### src/dio_pkg.sv
// Purpose: Shared constants for the digital I/O port, strobe latch and clock generator block.
// Assumes: Core clock of 10 MHz; host reaches the ports over an 8-bit internal data path.
// Notes: Frequencies are in Hz; dividers are derived from them.
package dio_pkg;
  localparam int PORT_W = 16;
  localparam int BYTE_W = 8;
  localparam int HADDR_W = 2;
  localparam int CNT_W = 16;
  localparam int GP_CHANS = 3;
  // Host address bits: bit 0 picks the byte, bit 1 picks the low or high port.
  localparam int BYTE_SEL_BIT = 0;
  localparam int PORT_SEL_BIT = 1;
  localparam logic [PORT_W-1:0] OUT_RESET = 16'h0000;
  localparam logic [PORT_W-1:0] IN_DISABLED = 16'h0000;
  localparam logic [BYTE_W-1:0] RDATA_RESET = 8'h00;
  // Core clock and internal pacer reference.
  localparam int CLK_HZ = 10_000_000;
  localparam int REF_HZ = 4_000_000;
  localparam int ACC_W = 24;
  localparam logic [ACC_W-1:0] ACC_CLK = ACC_W'(CLK_HZ);
  localparam logic [ACC_W-1:0] ACC_REF = ACC_W'(REF_HZ);
  // Base clock choices selected by the jumper.
  localparam int BASE_HZ_0 = 2_000_000;
  localparam int BASE_HZ_1 = 1_000_000;
  localparam int BASE_HZ_2 = 500_000;
  localparam int BASE_HZ_3 = 250_000;
  localparam int DIV_W = 6;
  localparam logic [DIV_W-1:0] BASE_DIV_0 = DIV_W'(CLK_HZ / BASE_HZ_0);
  localparam logic [DIV_W-1:0] BASE_DIV_1 = DIV_W'(CLK_HZ / BASE_HZ_1);
  localparam logic [DIV_W-1:0] BASE_DIV_2 = DIV_W'(CLK_HZ / BASE_HZ_2);
  localparam logic [DIV_W-1:0] BASE_DIV_3 = DIV_W'(CLK_HZ / BASE_HZ_3);
  localparam logic [1:0] JUMPER_2M = 2'h0;
  localparam logic [1:0] JUMPER_1M = 2'h1;
  localparam logic [1:0] JUMPER_500K = 2'h2;
  localparam logic [1:0] JUMPER_DEFAULT = JUMPER_1M;
  // Decade dividers: count to ten, high for the first half.
  localparam int DEC_W = 4;
  localparam logic [DEC_W-1:0] DECADE_LAST = 4'h9;
  localparam logic [DEC_W-1:0] DECADE_HALF = 4'h5;
  // Clock output pad positions.
  localparam int PAD_BASE = 0;
  localparam int PAD_DIV10 = 1;
  localparam int PAD_DIV100 = 2;
  localparam int PADS = 3;
endpackage : dio_pkg

### src/dio_count_chan.sv
// Purpose: One 16-bit down-counting timer/counter channel.
// Assumes: tick is a one-cycle pulse in the clk domain.
// Notes: A reload of 0 or 1 gives a terminal pulse on every tick.
`timescale 1ns/1ps
module dio_count_chan #(
  parameter int W = 16
) (
  // Clock and reset.
  input wire logic clk,
  input wire logic sys_rst,
  // Count control.
  input wire logic tick,
  input wire logic [W-1:0] reload,
  // Channel state.
  output logic [W-1:0] count,
  output logic terminal
);
  localparam logic [W-1:0] ONE = {{(W-1){1'b0}}, 1'b1};
  logic at_end;
  logic [W-1:0] next_count;
  assign at_end = (count <= ONE);
  assign next_count = tick ? (at_end ? reload : count - ONE) : count;

  always_ff @(posedge clk) begin
    if (sys_rst) begin
      count <= '0;
      terminal <= 1'b0;
    end else begin
      count <= next_count;
      terminal <= tick && at_end;
    end
  end

  a_term_needs_tick: assert property (@(posedge clk) disable iff (sys_rst)
    terminal |-> $past(tick)) else $error("terminal pulse without a tick");
endmodule : dio_count_chan

### src/dio_top.sv
// Purpose: Digital I/O ports, strobe latches, counters and clock outputs.
// Assumes: sys_rst is the card reset; pins are asynchronous to clk.
// Notes: A strobe held high (pulled up when undriven) is transparent; low holds.
`timescale 1ns/1ps
module dio_top (
  // Clock and card reset.
  input wire logic clk,
  input wire logic sys_rst,
  // Host byte access.
  input wire logic host_wr,
  input wire logic host_rd,
  input wire logic [dio_pkg::HADDR_W-1:0] host_addr,
  input wire logic [dio_pkg::BYTE_W-1:0] host_wdata,
  output logic [dio_pkg::BYTE_W-1:0] host_rdata,
  // Digital ports.
  output logic [dio_pkg::PORT_W-1:0] out_bits_low_port,
  output logic [dio_pkg::PORT_W-1:0] out_bits_high_port,
  input wire logic [dio_pkg::PORT_W-1:0] in_bits_low_port,
  input wire logic [dio_pkg::PORT_W-1:0] in_bits_high_port,
  input wire logic input_latch_pulse_low_port,
  input wire logic input_latch_pulse_high_port,
  // Counter pins and reload values.
  input wire logic [dio_pkg::GP_CHANS-1:0] gp_clock_pin,
  input wire logic event_pulse_pin,
  input wire logic [dio_pkg::GP_CHANS*dio_pkg::CNT_W-1:0] gp_reload,
  input wire logic [dio_pkg::CNT_W-1:0] event_reload,
  input wire logic [dio_pkg::CNT_W-1:0] pacer_low_reload,
  input wire logic [dio_pkg::CNT_W-1:0] pacer_high_reload,
  // Counter outputs.
  output logic [dio_pkg::GP_CHANS-1:0] gp_out,
  output logic event_irq_source,
  output logic timer_irq_source,
  // Clock source.
  input wire logic [1:0] base_clock_jumper,
  output logic [dio_pkg::PADS-1:0] clock_output_pads
);
  localparam int PW = dio_pkg::PORT_W;
  localparam int BW = dio_pkg::BYTE_W;
  localparam int GN = dio_pkg::GP_CHANS;

  // Pin synchronisers, two stages, plus one history stage for edges.
  logic [PW-1:0] in_lo_m, in_lo_s, in_hi_m, in_hi_s;
  logic [1:0] stb_m, stb_s;
  logic [GN-1:0] gp_m, gp_s, gp_d;
  logic evt_m, evt_s, evt_d;
  logic [1:0] jmp_m, jmp_s;

  always_ff @(posedge clk) begin
    if (sys_rst) begin
      in_lo_m <= '0;
      in_lo_s <= '0;
      in_hi_m <= '0;
      in_hi_s <= '0;
      stb_m <= 2'h3;
      stb_s <= 2'h3;
      gp_m <= '0;
      gp_s <= '0;
      gp_d <= '0;
      evt_m <= 1'b0;
      evt_s <= 1'b0;
      evt_d <= 1'b0;
      jmp_m <= dio_pkg::JUMPER_DEFAULT;
      jmp_s <= dio_pkg::JUMPER_DEFAULT;
    end else begin
      in_lo_m <= in_bits_low_port;
      in_lo_s <= in_lo_m;
      in_hi_m <= in_bits_high_port;
      in_hi_s <= in_hi_m;
      stb_m <= {input_latch_pulse_high_port, input_latch_pulse_low_port};
      stb_s <= stb_m;
      gp_m <= gp_clock_pin;
      gp_s <= gp_m;
      gp_d <= gp_s;
      evt_m <= event_pulse_pin;
      evt_s <= evt_m;
      evt_d <= evt_s;
      jmp_m <= base_clock_jumper;
      jmp_s <= jmp_m;
    end
  end

  // Input latches: transparent while the strobe is high, hold while low.
  logic [PW-1:0] latch_lo, latch_hi;
  logic [PW-1:0] next_latch_lo, next_latch_hi;
  assign next_latch_lo = stb_s[0] ? in_lo_s : latch_lo;
  assign next_latch_hi = stb_s[1] ? in_hi_s : latch_hi;

  // Host byte decode.
  logic sel_hi_port, sel_hi_byte;
  logic [PW-1:0] rd_port;
  logic [BW-1:0] rd_byte;
  logic wr_lo_b0, wr_lo_b1, wr_hi_b0, wr_hi_b1;
  assign sel_hi_port = host_addr[dio_pkg::PORT_SEL_BIT];
  assign sel_hi_byte = host_addr[dio_pkg::BYTE_SEL_BIT];
  assign rd_port = sel_hi_port ? latch_hi : latch_lo;
  assign rd_byte = sel_hi_byte ? rd_port[PW-1:BW] : rd_port[BW-1:0];
  assign wr_lo_b0 = host_wr && !sel_hi_port && !sel_hi_byte;
  assign wr_lo_b1 = host_wr && !sel_hi_port && sel_hi_byte;
  assign wr_hi_b0 = host_wr && sel_hi_port && !sel_hi_byte;
  assign wr_hi_b1 = host_wr && sel_hi_port && sel_hi_byte;

  logic [PW-1:0] next_out_lo, next_out_hi;
  assign next_out_lo = {wr_lo_b1 ? host_wdata : out_bits_low_port[PW-1:BW],
                        wr_lo_b0 ? host_wdata : out_bits_low_port[BW-1:0]};
  assign next_out_hi = {wr_hi_b1 ? host_wdata : out_bits_high_port[PW-1:BW],
                        wr_hi_b0 ? host_wdata : out_bits_high_port[BW-1:0]};

  always_ff @(posedge clk) begin
    if (sys_rst) begin
      out_bits_low_port <= dio_pkg::OUT_RESET;
      out_bits_high_port <= dio_pkg::OUT_RESET;
      latch_lo <= dio_pkg::IN_DISABLED;
      latch_hi <= dio_pkg::IN_DISABLED;
      host_rdata <= dio_pkg::RDATA_RESET;
    end else begin
      out_bits_low_port <= next_out_lo;
      out_bits_high_port <= next_out_hi;
      latch_lo <= next_latch_lo;
      latch_hi <= next_latch_hi;
      host_rdata <= host_rd ? rd_byte : host_rdata;
    end
  end

  // General purpose counters, one per connector clock pin.
  logic [GN-1:0] gp_term;
  genvar gi;
  generate
    for (gi = 0; gi < GN; gi++) begin : g_gp
      dio_count_chan #(.W(dio_pkg::CNT_W)) u_gp (
        .clk(clk),
        .sys_rst(sys_rst),
        .tick(gp_s[gi] && !gp_d[gi]),
        .reload(gp_reload[gi*dio_pkg::CNT_W +: dio_pkg::CNT_W]),
        .count(),
        .terminal(gp_term[gi])
      );
    end
  endgenerate

  // Internal 4 MHz reference ticks from a phase accumulator.
  logic [dio_pkg::ACC_W-1:0] ref_acc, acc_sum, next_acc;
  logic ref_tick;
  assign acc_sum = ref_acc + dio_pkg::ACC_REF;
  assign ref_tick = (acc_sum >= dio_pkg::ACC_CLK);
  assign next_acc = ref_tick ? acc_sum - dio_pkg::ACC_CLK : acc_sum;

  logic evt_term, pl_term, ph_term;
  dio_count_chan #(.W(dio_pkg::CNT_W)) u_event (
    .clk(clk),
    .sys_rst(sys_rst),
    .tick(evt_s && !evt_d),
    .reload(event_reload),
    .count(),
    .terminal(evt_term)
  );
  dio_count_chan #(.W(dio_pkg::CNT_W)) u_pacer_lo (
    .clk(clk),
    .sys_rst(sys_rst),
    .tick(ref_tick),
    .reload(pacer_low_reload),
    .count(),
    .terminal(pl_term)
  );
  dio_count_chan #(.W(dio_pkg::CNT_W)) u_pacer_hi (
    .clk(clk),
    .sys_rst(sys_rst),
    .tick(pl_term),
    .reload(pacer_high_reload),
    .count(),
    .terminal(ph_term)
  );

  // Base clock divider and two decade stages.
  logic [dio_pkg::DIV_W-1:0] base_div, base_cnt, next_base_cnt;
  logic [dio_pkg::DEC_W-1:0] dec1, dec2, next_dec1, next_dec2;
  logic base_tick, dec1_wrap;
  logic [dio_pkg::PADS-1:0] next_pads;
  assign base_div = (jmp_s == dio_pkg::JUMPER_2M) ? dio_pkg::BASE_DIV_0 :
                    (jmp_s == dio_pkg::JUMPER_1M) ? dio_pkg::BASE_DIV_1 :
                    (jmp_s == dio_pkg::JUMPER_500K) ? dio_pkg::BASE_DIV_2 :
                    dio_pkg::BASE_DIV_3;
  assign base_tick = (base_cnt >= base_div - 1'b1);
  assign next_base_cnt = base_tick ? '0 : base_cnt + 1'b1;
  assign dec1_wrap = base_tick && (dec1 == dio_pkg::DECADE_LAST);
  assign next_dec1 = base_tick ? (dec1_wrap ? '0 : dec1 + 1'b1) : dec1;
  assign next_dec2 = dec1_wrap ? ((dec2 == dio_pkg::DECADE_LAST) ? '0 : dec2 + 1'b1) : dec2;
  assign next_pads[dio_pkg::PAD_BASE] = (base_cnt < (base_div >> 1));
  assign next_pads[dio_pkg::PAD_DIV10] = (dec1 < dio_pkg::DECADE_HALF);
  assign next_pads[dio_pkg::PAD_DIV100] = (dec2 < dio_pkg::DECADE_HALF);

  always_ff @(posedge clk) begin
    if (sys_rst) begin
      ref_acc <= '0;
      base_cnt <= '0;
      dec1 <= '0;
      dec2 <= '0;
      clock_output_pads <= '0;
      gp_out <= '0;
      event_irq_source <= 1'b0;
      timer_irq_source <= 1'b0;
    end else begin
      ref_acc <= next_acc;
      base_cnt <= next_base_cnt;
      dec1 <= next_dec1;
      dec2 <= next_dec2;
      clock_output_pads <= next_pads;
      gp_out <= gp_term;
      event_irq_source <= evt_term;
      timer_irq_source <= ph_term;
    end
  end

  a_out_reset_low: assert property (@(posedge clk)
    sys_rst |=> (out_bits_low_port == '0) && (out_bits_high_port == '0))
    else $error("output ports not cleared by reset");
  a_in_reset_off: assert property (@(posedge clk)
    sys_rst |=> (host_rdata == '0) && (latch_lo == '0) && (latch_hi == '0))
    else $error("input path not disabled in reset");
  a_strobe_hold_low: assert property (@(posedge clk) disable iff (sys_rst)
    !stb_s[0] |=> $stable(latch_lo)) else $error("low latch moved while held");
  a_transparent_low: assert property (@(posedge clk) disable iff (sys_rst)
    stb_s[0] |=> latch_lo == $past(in_lo_s)) else $error("low port not transparent");
  a_high_strobe_map: assert property (@(posedge clk) disable iff (sys_rst)
    stb_s[1] ##1 !stb_s[1] |=> latch_hi == $past(in_hi_s, 2))
    else $error("high latch did not capture bits 16 to 31");
  a_byte_write_hi: assert property (@(posedge clk) disable iff (sys_rst)
    wr_hi_b1 |=> out_bits_high_port[PW-1:BW] == $past(host_wdata))
    else $error("high byte of high port not written");
  a_read_byte_map: assert property (@(posedge clk) disable iff (sys_rst)
    host_rd && !sel_hi_port && !sel_hi_byte |=> host_rdata == $past(latch_lo[BW-1:0]))
    else $error("low byte read mismatch");
  a_event_source: assert property (@(posedge clk) disable iff (sys_rst)
    event_irq_source |-> $past(evt_s && !evt_d, 2)) else $error("event trigger without pulse");
  a_pacer_cascade: assert property (@(posedge clk) disable iff (sys_rst)
    timer_irq_source |-> $past(pl_term, 2)) else $error("timer trigger not from cascade");
  a_decade_step: assert property (@(posedge clk) disable iff (sys_rst)
    !base_tick |=> $stable(dec1)) else $error("decade stage moved without base tick");

  c_event_irq: cover property (@(posedge clk) disable iff (sys_rst) event_irq_source);
  c_timer_irq: cover property (@(posedge clk) disable iff (sys_rst) timer_irq_source);
  c_strobe_latch: cover property (@(posedge clk) disable iff (sys_rst) stb_s[0] ##1 !stb_s[0]);
  c_div100_rise: cover property (@(posedge clk) disable iff (sys_rst)
    $rose(clock_output_pads[dio_pkg::PAD_DIV100]));
endmodule : dio_top

### config.mk
export PLATFORM = sky130hd
export DESIGN_NAME = dio_top
export DESIGN_NICKNAME = d
export VERILOG_FILES = /design/src/dio_pkg.sv /design/src/dio_count_chan.sv /design/src/dio_top.sv
export SDC_FILE = /design/constraint.sdc
export NUM_CORES = 1
export LEC_CHECK = 0
export ABC_AREA = 1
export ABC_CLOCK_PERIOD_IN_PS = 3000
export BUFFER_PORTS_ARGS = -buffer_cell sky130_fd_sc_hd__buf_2
export CAP_MARGIN = 10
export CORE_AREA = 2 2 168 153
export DETAILED_ROUTE_END_ITERATION = 6
export DIE_AREA = 0 0 170 155
export PLACE_DENSITY = 0.88
export SLEW_MARGIN = 20
export SYNTH_ARGS = -nofsm -noshare
export SYNTH_HDL_FRONTEND = slang
export SYNTH_SLANG_ARGS = --single-unit
### constraint.sdc
create_clock -name clk -period 3 [get_ports clk]
set_input_delay 0.6 -clock clk [delete_from_list [all_inputs] [get_ports clk]]
set_output_delay 0.6 -clock clk [all_outputs]
set_load 0.03 [all_outputs]
Word-level counts from Yosys, hierarchy flattened
Cells that the tools add are included.
{"block": "word_totals", "regBits": 304, "in_bits": 150, "wordCells": 107}
{"block": "op_classes", "n_addsub": 12, "order_cmp": 11, "eq_ne": 4, "mux": 14, "n_reduce_logical": 25}
{"cell": "$mux W16", "count": 7}
{"cell": "$le A16 B1 Y1 const B", "count": 6}
{"cell": "$sub A16 B1 Y16 const B", "count": 6}
{"cell": "$add A24 B22 Y24 const B", "count": 1}
{"cell": "$ge A24 B24 Y1 const B", "count": 1}
{"cell": "$mux W24", "count": 1}
{"cell": "$sub A24 B24 Y24 const B", "count": 1}
{"cell": "$mux W6", "count": 3}
{"cell": "$logic_and A1 B1 Y1", "count": 17}
{"cell": "$add A4 B1 Y4 const B", "count": 2}
{"cell": "$eq A4 B4 Y1 const B", "count": 2}
{"cell": "$lt A4 B3 Y1 const B", "count": 2}
{"cell": "$mux W4", "count": 2}
{"cell": "$mux W8", "count": 1}
{"cell": "$add A6 B1 Y6 const B", "count": 1}
{"cell": "$ge A6 B6 Y1", "count": 1}
{"cell": "$logic_not A1 Y1", "count": 6}
{"cell": "$lt A6 B5 Y1", "count": 1}
{"cell": "$sub A6 B1 Y6 const B", "count": 1}
{"cell": "$eq A2 B1 Y1 const B", "count": 1}
{"cell": "$eq A2 B2 Y1 const B", "count": 1}
{"cell": "$logic_not A2 Y1", "count": 1}
{"cell": "$reduce_or A2 Y1", "count": 1}

Logic depth before layout (Yosys ltp)
Gate-level depths: netlist of the first run.
{"block": "depth", "depth_word": 8, "mapped_depth": 18}

Modules after synthesis
A second synthesis of the first run with hierarchy kept.
{"block": "unflattened", "cells_unflattened": 2420, "area_unflattened_um2": 16555.9}
{"mod": "dio_top", "n_inst": 1, "cells_each": 1078, "area_each_um2": 8085.3, "seq_area_each_um2": 3903.7}
{"mod": "dio_count_chan (g_gp[0].u_gp ...)", "n_inst": 5, "cells_each": 224, "area_each_um2": 1401.3, "seq_area_each_um2": 340.3}
{"mod": "dio_count_chan (g_gp[1].u_gp)", "n_inst": 1, "cells_each": 222, "area_each_um2": 1463.9, "seq_area_each_um2": 340.3}

Worst setup path before layout of the first run
No wires, ideal clock.
{"block": "synth_timing", "path_kind": "reg-to-reg", "from": "register jmp_s[0]", "to": "register dec2[3] (netlist bit)", "setup_ns": 0.118, "arrival_ns": 2.141, "setup_slack_ns": 0.741, "path_stages_with_launch": 13, "n_path_buf": 0, "path_cell_list": "dfxtp_1 -> inv_1 -> ha_1 -> xor2_1 -> ha_1 -> inv_1 -> nor2_1 -> o211ai_1 -> nand3_1 -> nand4_1 -> nor3_1 -> xnor2_1 -> nor2_1"}
{"block": "synth_via", "elab_chain_len": 7}
{"item": "start: declaration", "line_no": "dio_top.sv:46", "source": "logic [1:0] jmp_m, jmp_s;"}
{"item": "start signal: assignment", "line_no": "dio_top.sv:63", "source": "jmp_s <= dio_pkg::JUMPER_DEFAULT;"}
{"item": "start signal: assignment", "line_no": "dio_top.sv:78", "source": "jmp_s <= jmp_m;"}
{"item": "$eq A2 B2 Y1", "line_no": "dio_top.sv:180", "source": "(jmp_s == dio_pkg::JUMPER_500K) ? dio_pkg::BASE_DIV_2 :"}
{"item": "$mux W6", "line_no": "dio_top.sv:180"}
{"item": "$mux W6", "line_no": "dio_top.sv:179", "source": "(jmp_s == dio_pkg::JUMPER_1M) ? dio_pkg::BASE_DIV_1 :"}
{"item": "$mux W6 *", "line_no": "dio_top.sv:178", "source": "assign base_div = (jmp_s == dio_pkg::JUMPER_2M) ? dio_pkg::BASE_DIV_0 :"}
{"item": "$sub A6 B1 Y6 *", "line_no": "dio_top.sv:182", "source": "assign base_tick = (base_cnt >= base_div - 1'b1);"}
{"item": "$ge A6 B6 Y1 *", "line_no": "dio_top.sv:182"}
{"item": "$logic_and A1 B1 Y1 *", "line_no": "dio_top.sv:184", "source": "assign dec1_wrap = base_tick && (dec1 == dio_pkg::DECADE_LAST);"}
{"item": "end signal: assignment", "line_no": "dio_top.sv:205", "source": "dec2 <= next_dec2;"}
{"item": "end: declaration", "line_no": "dio_top.sv:175", "source": "logic [dio_pkg::DEC_W-1:0] dec1, dec2, next_dec1, next_dec2;"}
Mark *: on every way between the ends. The rest lies on a longest branch, timed or not.
A chain may end at the register's enable or synchronous reset.

Final worst setup path of the first run
{"block": "layout_timing", "from": "register ref_acc[8] (netlist bit)", "to": "register ref_acc[9] (netlist bit)"}
{"block": "layout_via", "elab_chain_len": 3}
{"item": "start: declaration", "line_no": "dio_top.sv:141", "source": "logic [dio_pkg::ACC_W-1:0] ref_acc, acc_sum, next_acc;"}
{"item": "start signal: assignment", "line_no": "dio_top.sv:202", "source": "ref_acc <= next_acc;"}
{"item": "$add A24 B22 Y24 *", "line_no": "dio_top.sv:143", "source": "assign acc_sum = ref_acc + dio_pkg::ACC_REF;"}
{"item": "$sub A24 B24 Y24 or $ge A24 B24 Y1 (tied branches)", "line_no": "dio_top.sv:145, dio_top.sv:144"}
{"item": "$mux W24 *", "line_no": "dio_top.sv:145", "source": "assign next_acc = ref_tick ? acc_sum - dio_pkg::ACC_CLK : acc_sum;"}
Marked as above.

==> metrics.csv, run 1 <==
metric,value,unit
predominant post-synthesis flop cell,dfxtp_1,
Die Height,155,microns
"Setup violations, final",0,
top cell type's share of synthesized area,0.422,
final setup margin,318,ps
Sw Share,0.370,
Hold Path Class,input port to register,
synthesized flop and latch total,297,
Max VDD drop,0.539,mV
fin area,16500,sq um
worst setup path endpoint,ref_acc[9],
"Cell Count, Final, Fillers Out",2524,
Final Slew Violations,0,
clk sink count,297,
Reg2Reg Depth,15,
# hold bufs at CTS,0,
Tcrit/Tclk final,0.894,
DRT iter0 DRCs,1093,
RSZ-0062 raised after global routing,false,
global route overflow,0,
Final Hold Fails,0,
crit-path max cell delay,430,ps
R2R Path Start,ref_acc[8],
CTS root buffer,clkbuf_16,
Reg2Reg Capture Point,ref_acc[9],
top post-synthesis cells by area,"dfxtp_1 (42%), nor2_1 (9.9%), inv_1 (7.9%)",
Buffers on Ports,197,
WL final,33800,microns
library cells used by synthesis,45,
max-cap violations,0,
Switching Power,5.00,mW
Pleak,7.80,nW
CTS tree,yes,
biggest area consumer among synthesized cells,dfxtp_1,
CP most frequent cell,nand2_1,
syn_nets,2200,
die width,170,microns
CP startpoint kind,register,
nets,2371,
clock latency on the worst-skew pair,570,ps
vias per std cell,5.36,
Resized cells post-CTS,0,
worst hold slack,228,ps
largest net degree at the start of global routing,178,
post-synthesis sequential area ratio,0.422,
Slew @ Worst Pin,775,ps
Crit. End Element,register,
hold depth,2,
# rows,55,
Slowest cell on crit path,dfxtp_1,
clk buf depth,3,
relative slew slack,0.483,
Pwr per Cell Area,822,nW/um^2
starting density of the core,0.569,
Worst Path Buf+Inv,2,
layout cells sized above 1,0.140,
Fillers,2004,
Synth async-reset ratio,0,
global-route wire length before repair,55900,microns
# IOs,198,
setup bufs post-CTS,0,
DP Worst Slack,389,ps
largest fanout on the critical path,36,
ANT nets after route,0,
Synth Instances,2013,
CP required,3460,ps
setup_tns,0,ps
Area Growth Syn to Fin,16.9,%
vias in the first global route,12200,
routability congestion estimate,0.957,
1st-pass router iterations,6,
combinational power share,0.337,
WP data arrival,3140,ps
number of synthesized flops with an enable pin,0,
TritonCTS buffer count,31,
"count leader, synth",nor2_1,
Worst-path clk slew,60,ps
Post-Place Cells,2464,
Post-Synthesis Cell Area,14100,sq um
clock share of power,0.318,
synth warn,0,
critical path startpoint,ref_acc[8],
Crit Path Class,register to register,
post-layout minimum cycle time,2680,ps
GR Util All Layers,0.250,
initial antenna violation count,3,
"delay-heaviest family, CP",simple AND/OR/NAND/NOR gates,
sequential share of power,0.345,
"top cells by count, synth","nor2_1 (370), dfxtp_1 (297), inv_1 (297)",
htree depth,1,
HPWL after DPL,23200,microns
WL per Instance,13.4,microns
Stages on worst setup path,15,
Core Footprint,24800,sq um
Final Skew,22.5,ps
flop-to-flop setup slack,320,ps
fmax,373,MHz
"Cell Area, Placed",15300,sq um
status,completed,
Die Area,26400,sq um
via count,13500,
CP Cell Sequence,ha_1 > nand2_1 > nand2_2 > nand2_1 > xor2_1 > inv_1 > nor2_1 > nand2_1 > a21oi_1 > nand2_1 > nand2_4 > buf_4 > nand3_1 > nand2_1 > nor2_1,
DRC Markers,0,
average instance area after synthesis,7.00,sq um
P_int,8.53,mW
## routing by layer
metal	wire length [microns]	track usage	up-vias
li1	-	-	6779
met1	14900	0.337	6132
met2	15300	0.420	530
met3	2680	0.0379	79
met4	833	0.0651	2
met5	13	0	-
## cells by family after synthesis
logic type      after synthesis  share of synthesized area
compound gates              426                      0.167
xor+xnor                     41                     0.0260
fa+ha+maj                    37                     0.0329
buf+inv                     372                      0.101
flops                       297                      0.422
mux                           3                    0.00240
simple gates                837                      0.248
## power by group through the flow
stage          Combinational (mW)  Clock, mW  Sequential, mW
3_3_place_gp                 4.27          0            4.72
3_5_place_dp                 4.43          0            4.74
5_1_grt                      5.16       4.52            4.71
6_report                     4.56       4.30            4.67
4_1_cts                      4.48       4.36            4.66
2_1_floorplan                3.54          0            4.72
## stage by stage
stage	total power, mW	utilization
5_1_grt	14.4	0.664
4_1_cts	13.5	0.664
3_3_place_gp	8.99	0.618
6_report	13.5	0.664
3_5_place_dp	9.17	0.618
2_1_floorplan	8.27	-
## layout make-up
| type | instances | area [sq um] | area share |
|---|---|---|---|
| multi-input cells | 1344 | 6710 | 0.408 |
| well taps | 313 | 392 | 0.0238 |
| clock buffers | 38 | 832 | 0.0505 |
| clock inverters | 20 | 325 | 0.0198 |
| diodes | 2 | 5.00 | 0.000304 |
| inverters | 301 | 1130 | 0.0686 |
| repair buffers | 209 | 1120 | 0.0680 |
| flip-flops and latches | 297 | 5950 | 0.361 |
## how the worst min path moves through the flow
stage | to | slack (ps) | start
4_1_cts | jmp_m[0] | 200 | base_clock_jumper[0]
6_report | jmp_m[0] | 230 | base_clock_jumper[0]
3_5_place_dp | evt_s | 390 | evt_m
3_3_place_gp | in_lo_s[10] | 390 | in_lo_m[10]
2_1_floorplan | event_irq_source | 390 | u_event.terminal
5_1_grt | stb_m[1] | 220 | input_latch_pulse_high_port
## placed cells by master (no fill, tap or decap), types with 16 or more instances in the layout
cell type  count
nor2_1       370
xor2_1        25
o211ai_1      46
dfxtp_1      297
o21ai_0      198
inv_1        296
buf_2        196
nand3_1       80
ha_1          37
nor3_1        31
a21oi_1      136
nand4_1       16
clkbuf_16     31
nand2_1      291
## registers in the layout, indices dropped and copies added (netlist names), 4 cells and up
signal              flops
host_rdata              8
u_pacer_lo.count       16
base_cnt                6
latch_hi               16
in_hi_s                16
ref_acc                17
dec1                    4
u_pacer_hi.count       16
out_bits_low_port      16
in_lo_s                16
in_lo_m                16
latch_lo               16
in_hi_m                16
dec2                    4
g_gp.u_gp.count        48
out_bits_high_port     16
u_event.count          16
## worst register-to-register path, stage by stage, from the launching register on
cell	delay (ps)
dfxtp_1	430
ha_1	210
nand2_1	100
nand2_2	160
nand2_1	100
xor2_1	180
inv_1	100
nor2_1	140
nand2_1	80
a21oi_1	120
nand2_1	130
nand2_4	330
buf_4	280
nand3_1	110
nand2_1	80
nor2_1	50
Power figures use the tool's default switching activity.
==> run 2, diff against run 1 <==
--- a/config.mk
+++ b/config.mk
@@ -6,13 +6,13 @@
 export NUM_CORES = 1
 export LEC_CHECK = 0
 export ABC_AREA = 1
-export ABC_CLOCK_PERIOD_IN_PS = 3000
+export ABC_CLOCK_PERIOD_IN_PS = 3310
 export BUFFER_PORTS_ARGS = -buffer_cell sky130_fd_sc_hd__buf_2
 export CAP_MARGIN = 10
-export CORE_AREA = 2 2 168 153
+export CORE_AREA = 2 2 192 175
 export DETAILED_ROUTE_END_ITERATION = 6
-export DIE_AREA = 0 0 170 155
-export PLACE_DENSITY = 0.88
+export DIE_AREA = 0 0 194 177
+export PLACE_DENSITY = 0.71
 export SLEW_MARGIN = 20
 export SYNTH_ARGS = -nofsm -noshare
 export SYNTH_HDL_FRONTEND = slang
==> constraint.sdc (replaced) <==
create_clock -name clk -period 3.31 [get_ports clk]
set_input_delay 0.662 -clock clk [delete_from_list [all_inputs] [get_ports clk]]
set_output_delay 0.662 -clock clk [all_outputs]
set_load 0.03 [all_outputs]
==> metrics.csv, run 2 (same netlist as run 1, synthesis figures left out) <==
metric,value,unit
Sw Share,0.373,
relative slew slack,0.285,
R2R Path Start,ref_acc[8],
Max VDD drop,0.422,mV
TritonCTS buffer count,31,
CP required,3750,ps
"Setup violations, final",0,
fmax,371,MHz
Slew @ Worst Pin,1070,ps
Die Height,177,microns
number of diodes,0,
crit-path max cell delay,440,ps
CP Cell Sequence,ha_1 > nand2_1 > nand2_2 > xor2_2 > nand2_1 > nand3_1 > nand2_2 > a21oi_1 > nand2_1 > nand2_4 > buf_4 > nand3_1 > nand2_1 > nor2_1,
Final Slew Violations,0,
die width,194,microns
Buffers on Ports,197,
hold path startpoint,base_clock_jumper[0],
clk sink count,297,
ANT nets after route,0,
"most common cell after layout, fill and taps aside",nor2_1,
CP most frequent cell,nand2_1,
initial antenna violation count,0,
routability congestion estimate,0.925,
HPWL after DPL,23400,microns
Switching Power,4.38,mW
CP startpoint kind,register,
combinational power share,0.341,
Worst-path clk slew,60,ps
Hold Path Class,input port to register,
Largest Register,g_gp.u_gp.count,
"delay-heaviest family, CP",simple AND/OR/NAND/NOR gates,
Crit Path Class,register to register,
Core Footprint,32500,sq um
GR Util All Layers,0.190,
max-cap violations,0,
clk buf depth,3,
# hold bufs at CTS,0,
layout cells sized above 1,0.138,
# rows,63,
setup bufs post-CTS,0,
hold endpoint,jmp_m[0],
Final Hold Fails,0,
CTS tree,yes,
max FFs per register,48,
Slowest cell on crit path,dfxtp_1,
largest fanout on the critical path,33,
Worst Path Buf+Inv,1,
Pwr per Cell Area,715,nW/um^2
Die Area,34300,sq um
global route overflow,0,
# IOs,198,
Crit. End Element,register,
WL final,33800,microns
via count,13100,
final setup margin,617,ps
most frequent cells in the layout,"nor2_1 (370), dfxtp_1 (297), inv_1 (296)",
nets,2367,
clock latency on the worst-skew pair,560,ps
Post-Place Cells,2569,
Reg2Reg Depth,14,
DRT iter0 DRCs,897,
"Cell Count, Final, Fillers Out",2624,
Final Skew,10.4,ps
WL per Instance,12.9,microns
DRC Markers,0,
CTS root buffer,clkbuf_16,
worst hold slack,306,ps
flop-to-flop setup slack,620,ps
Reg2Reg Capture Point,ref_acc[14],
vias per std cell,4.98,
Tcrit/Tclk final,0.814,
Pleak,7.73,nW
WP data arrival,3130,ps
P_int,7.36,mW
RSZ-0062 raised after global routing,false,
1st-pass router iterations,5,
post-layout minimum cycle time,2690,ps
largest net degree at the start of global routing,180,
vias in the first global route,11900,
starting density of the core,0.434,
Resized cells post-CTS,0,
clock share of power,0.298,
hold depth,2,
sequential share of power,0.360,
global-route wire length before repair,56200,microns
biggest regs,"g_gp.u_gp.count (48), ref_acc (17)",
setup_tns,0,ps
DP Worst Slack,618,ps
Area Growth Syn to Fin,16.5,%
htree depth,1,
status,completed,
run 2: cell types whose count changed in the layout (fill, tap and decap cells not counted), sizes merged, moves of 3 or more:
cell / before / now
clkinv: 5 / 10
bufinv: 8 / 3
buf: 209 / 205
inv: 304 / 301
run 2: layer usage:
metal	vias to the layer above	routed length (microns)	track usage
li1	6766	-	-
met1	5920	16500	0.268
met2	340	14800	0.309
met3	33	1910	0.0292
met4	0	488	0.0341
met5	-	0	0
run 2: final cells by class:
type                            count  area [sq um]
Fill cell                        3173         16100
Multi-Input combinational cell   1344          6710
Sequential cell                   297          5950
Inverter                          301          1130
Timing Repair Buffer              205          1060
Clock buffer                       40           870
Tap cell                          422           528
Clock inverter                     15           163
run 2: per-stage QoR:
step	power, mW	utilization	area, sq um
after floorplan	7.49	-	14100
after detailed placement	8.27	0.474	15400
after global routing	12.6	0.505	16400
final	11.7	0.505	16400
after CTS	11.8	0.505	16400
after global placement	8.19	0.474	15400
run 2: power groups by stage:
stage	clock (mW)	sequential (mW)	combinational, mW
detailed placement	0	4.30	3.97
floorplan	0	4.28	3.21
global route	3.74	4.28	4.59
global placement	0	4.29	3.90
CTS	3.60	4.23	3.99
finish	3.50	4.23	4.00
run 2: worst max path at each step:
stage | from | end | depth (start not counted)
global placement | ref_acc[8] | ref_acc[16] | 14
floorplan | jmp_s[0] | dec2[3] | 12
finish | ref_acc[8] | ref_acc[14] | 14
global route | ref_acc[8] | ref_acc[15] | 14
detailed placement | ref_acc[8] | ref_acc[14] | 14
CTS | ref_acc[8] | ref_acc[14] | 14
==> run 3, diff against run 2 <==
--- a/config.mk
+++ b/config.mk
@@ -6,7 +6,7 @@
 export NUM_CORES = 1
 export LEC_CHECK = 0
 export ABC_AREA = 1
-export ABC_CLOCK_PERIOD_IN_PS = 3310
+export ABC_CLOCK_PERIOD_IN_PS = 2810
 export BUFFER_PORTS_ARGS = -buffer_cell sky130_fd_sc_hd__buf_2
 export CAP_MARGIN = 10
 export CORE_AREA = 2 2 192 175
==> constraint.sdc (replaced) <==
create_clock -name clk -period 2.81 [get_ports clk]
set_input_delay 0.562 -clock clk [delete_from_list [all_inputs] [get_ports clk]]
set_output_delay 0.562 -clock clk [all_outputs]
set_load 0.03 [all_outputs]
==> metrics.csv, run 3 (same netlist as run 1, synthesis figures left out) <==
metric,value,unit
clock latency on the worst-skew pair,590,ps
Pwr per Cell Area,868,nW/um^2
Crit. End Element,register,
nets,2377,
# IOs,198,
Largest Register,g_gp.u_gp.count,
Die Area,34300,sq um
clk buf depth,3,
WL per Instance,13.0,microns
TritonCTS buffer count,31,
setup bufs post-CTS,0,
largest fanout on the critical path,7,
combinational power share,0.339,
# rows,63,
ANT nets after route,0,
Pwr Total,14.5,mW
Core Footprint,32500,sq um
post-layout minimum cycle time,2540,ps
fin area,16600,sq um
status,completed,
die width,194,microns
Hold Path Class,input port to register,
Buffers on Ports,197,
Die Height,177,microns
initial antenna violation count,1,
number of diodes,0,
clock share of power,0.316,
DRT iter0 DRCs,811,
GR Util All Layers,0.192,
Tcrit/Tclk final,0.906,
global route overflow,0,
htree depth,1,
Fillers,3136,
Max VDD drop,0.542,mV
DRC Markers,0,
RSZ-0062 raised after global routing,false,
Final Skew,28.7,ps
Pleak,7.84,nW
CP startpoint kind,register,
biggest regs,"g_gp.u_gp.count (48), ref_acc (17)",
CTS tree,yes,
Final Hold Fails,0,
vias per std cell,4.97,
fmax,393,MHz
max FFs per register,48,
Crit Path Class,register to register,
CP required,3260,ps
relative slew slack,0.536,
CTS root buffer,clkbuf_16,
clk sink count,297,
WL final,34200,microns
setup_tns,0,ps
largest net degree at the start of global routing,108,
vias in the first global route,12200,
Sw Share,0.371,
Final Slew Violations,0,
most frequent cells in the layout,"nor2_1 (370), dfxtp_1 (297), inv_1 (296)",
Switching Power,5.37,mW
routability congestion estimate,0.932,
HPWL after DPL,23900,microns
WP data arrival,3000,ps
via count,13100,
Slew @ Worst Pin,697,ps
sequential share of power,0.345,
Area Growth Syn to Fin,18.1,%
"Setup violations, final",0,
Finished Core Util,0.512,
# hold bufs at CTS,0,
P_int,9.08,mW
"most common cell after layout, fill and taps aside",nor2_1,
starting density of the core,0.434,
Worst-path clk slew,60,ps
max-cap violations,0,
layout cells sized above 1,0.145,
"Cell Area, Placed",15500,sq um
global-route wire length before repair,56800,microns
1st-pass router iterations,5,
==> run 3: cell count changes in the layout (fill, tap and decap cells not counted) <==
cell,before,now
buf_12,1,3
buf_4,7,15
bufinv_16,3,7
clkbuf_1,3,0
clkbuf_8,6,3
clkinv_2,8,6
clkinv_4,1,4
clkinvlp_4,2,4
inv_6,1,3
nand2_4,1,0
nand2_8,0,1
nor3_1,31,30
nor3_2,2,3
==> run 3: cell type report <==
type	count	area, sq um	area share
clock buffer	34	817	0.0491
clock inverter	24	332	0.0199
inverter	301	1130	0.0679
multi-input combinational	1344	6730	0.404
sequential	297	5950	0.357
tap	422	528	0.0317
timing repair buffer	215	1160	0.0700
==> run 3: path summary, 6_finish.rpt <==
path / startpoint / end / slack [ps] / depth (start not counted)
hold / removal: gp_clock_pin[1] / gp_m[1] / 170 / 3
setup reg to reg: jmp_s[0] / dec2[3] / 270 / 12
setup / recovery: jmp_s[0] / dec2[3] / 270 / 12
hold reg to reg: jmp_m[1] / jmp_s[1] / 400 / 2
==> run 3: metal layers <==
layer	global-route usage	vias to the layer above	part of all wire
met5	0	-	0.00020
met3	0.0311	44	0.058
met2	0.315	334	0.44
li1	-	6786	-
met4	0.0477	2	0.020
met1	0.265	5950	0.48
==> run 3: worst max-delay path, cell delays in order, from the launching register on <==
cell	delay [ps]
dfxtp_1	410
inv_1	120
ha_1	240
xor2_1	170
ha_1	300
inv_1	40
nor2_1	80
o211ai_1	80
nand3_1	200
nand4_1	300
nor3_2	270
xnor2_1	150
nor2_1	50
==> run 3: stage by stage <==
stage	hold slack (ps)	setup WS, ps	std cells
floorplan	388	551	2013
global placement	390	406	2579
detailed placement	392	264	2579
CTS	155	204	2637
global route	166	12.7	2637
finish	172	265	2637
==> run 3: power by group through the flow <==
stage,clock (mW),combinational [mW],sequential (mW)
6_report,4.57,4.90,4.99
5_1_grt,4.83,5.58,5.04
4_1_cts,4.67,4.85,4.98
3_5_place_dp,0,4.80,5.07
3_3_place_gp,0,4.70,5.05
2_1_floorplan,0,3.78,5.04
==> run 3: timing repair <==
| item | CTS | global route |
|---|---|---|
| resized for setup | 0 | 2 |
| setup endpoints to repair | 0 | 2 |
| endpoints found under the hold margin | 0 | 0 |
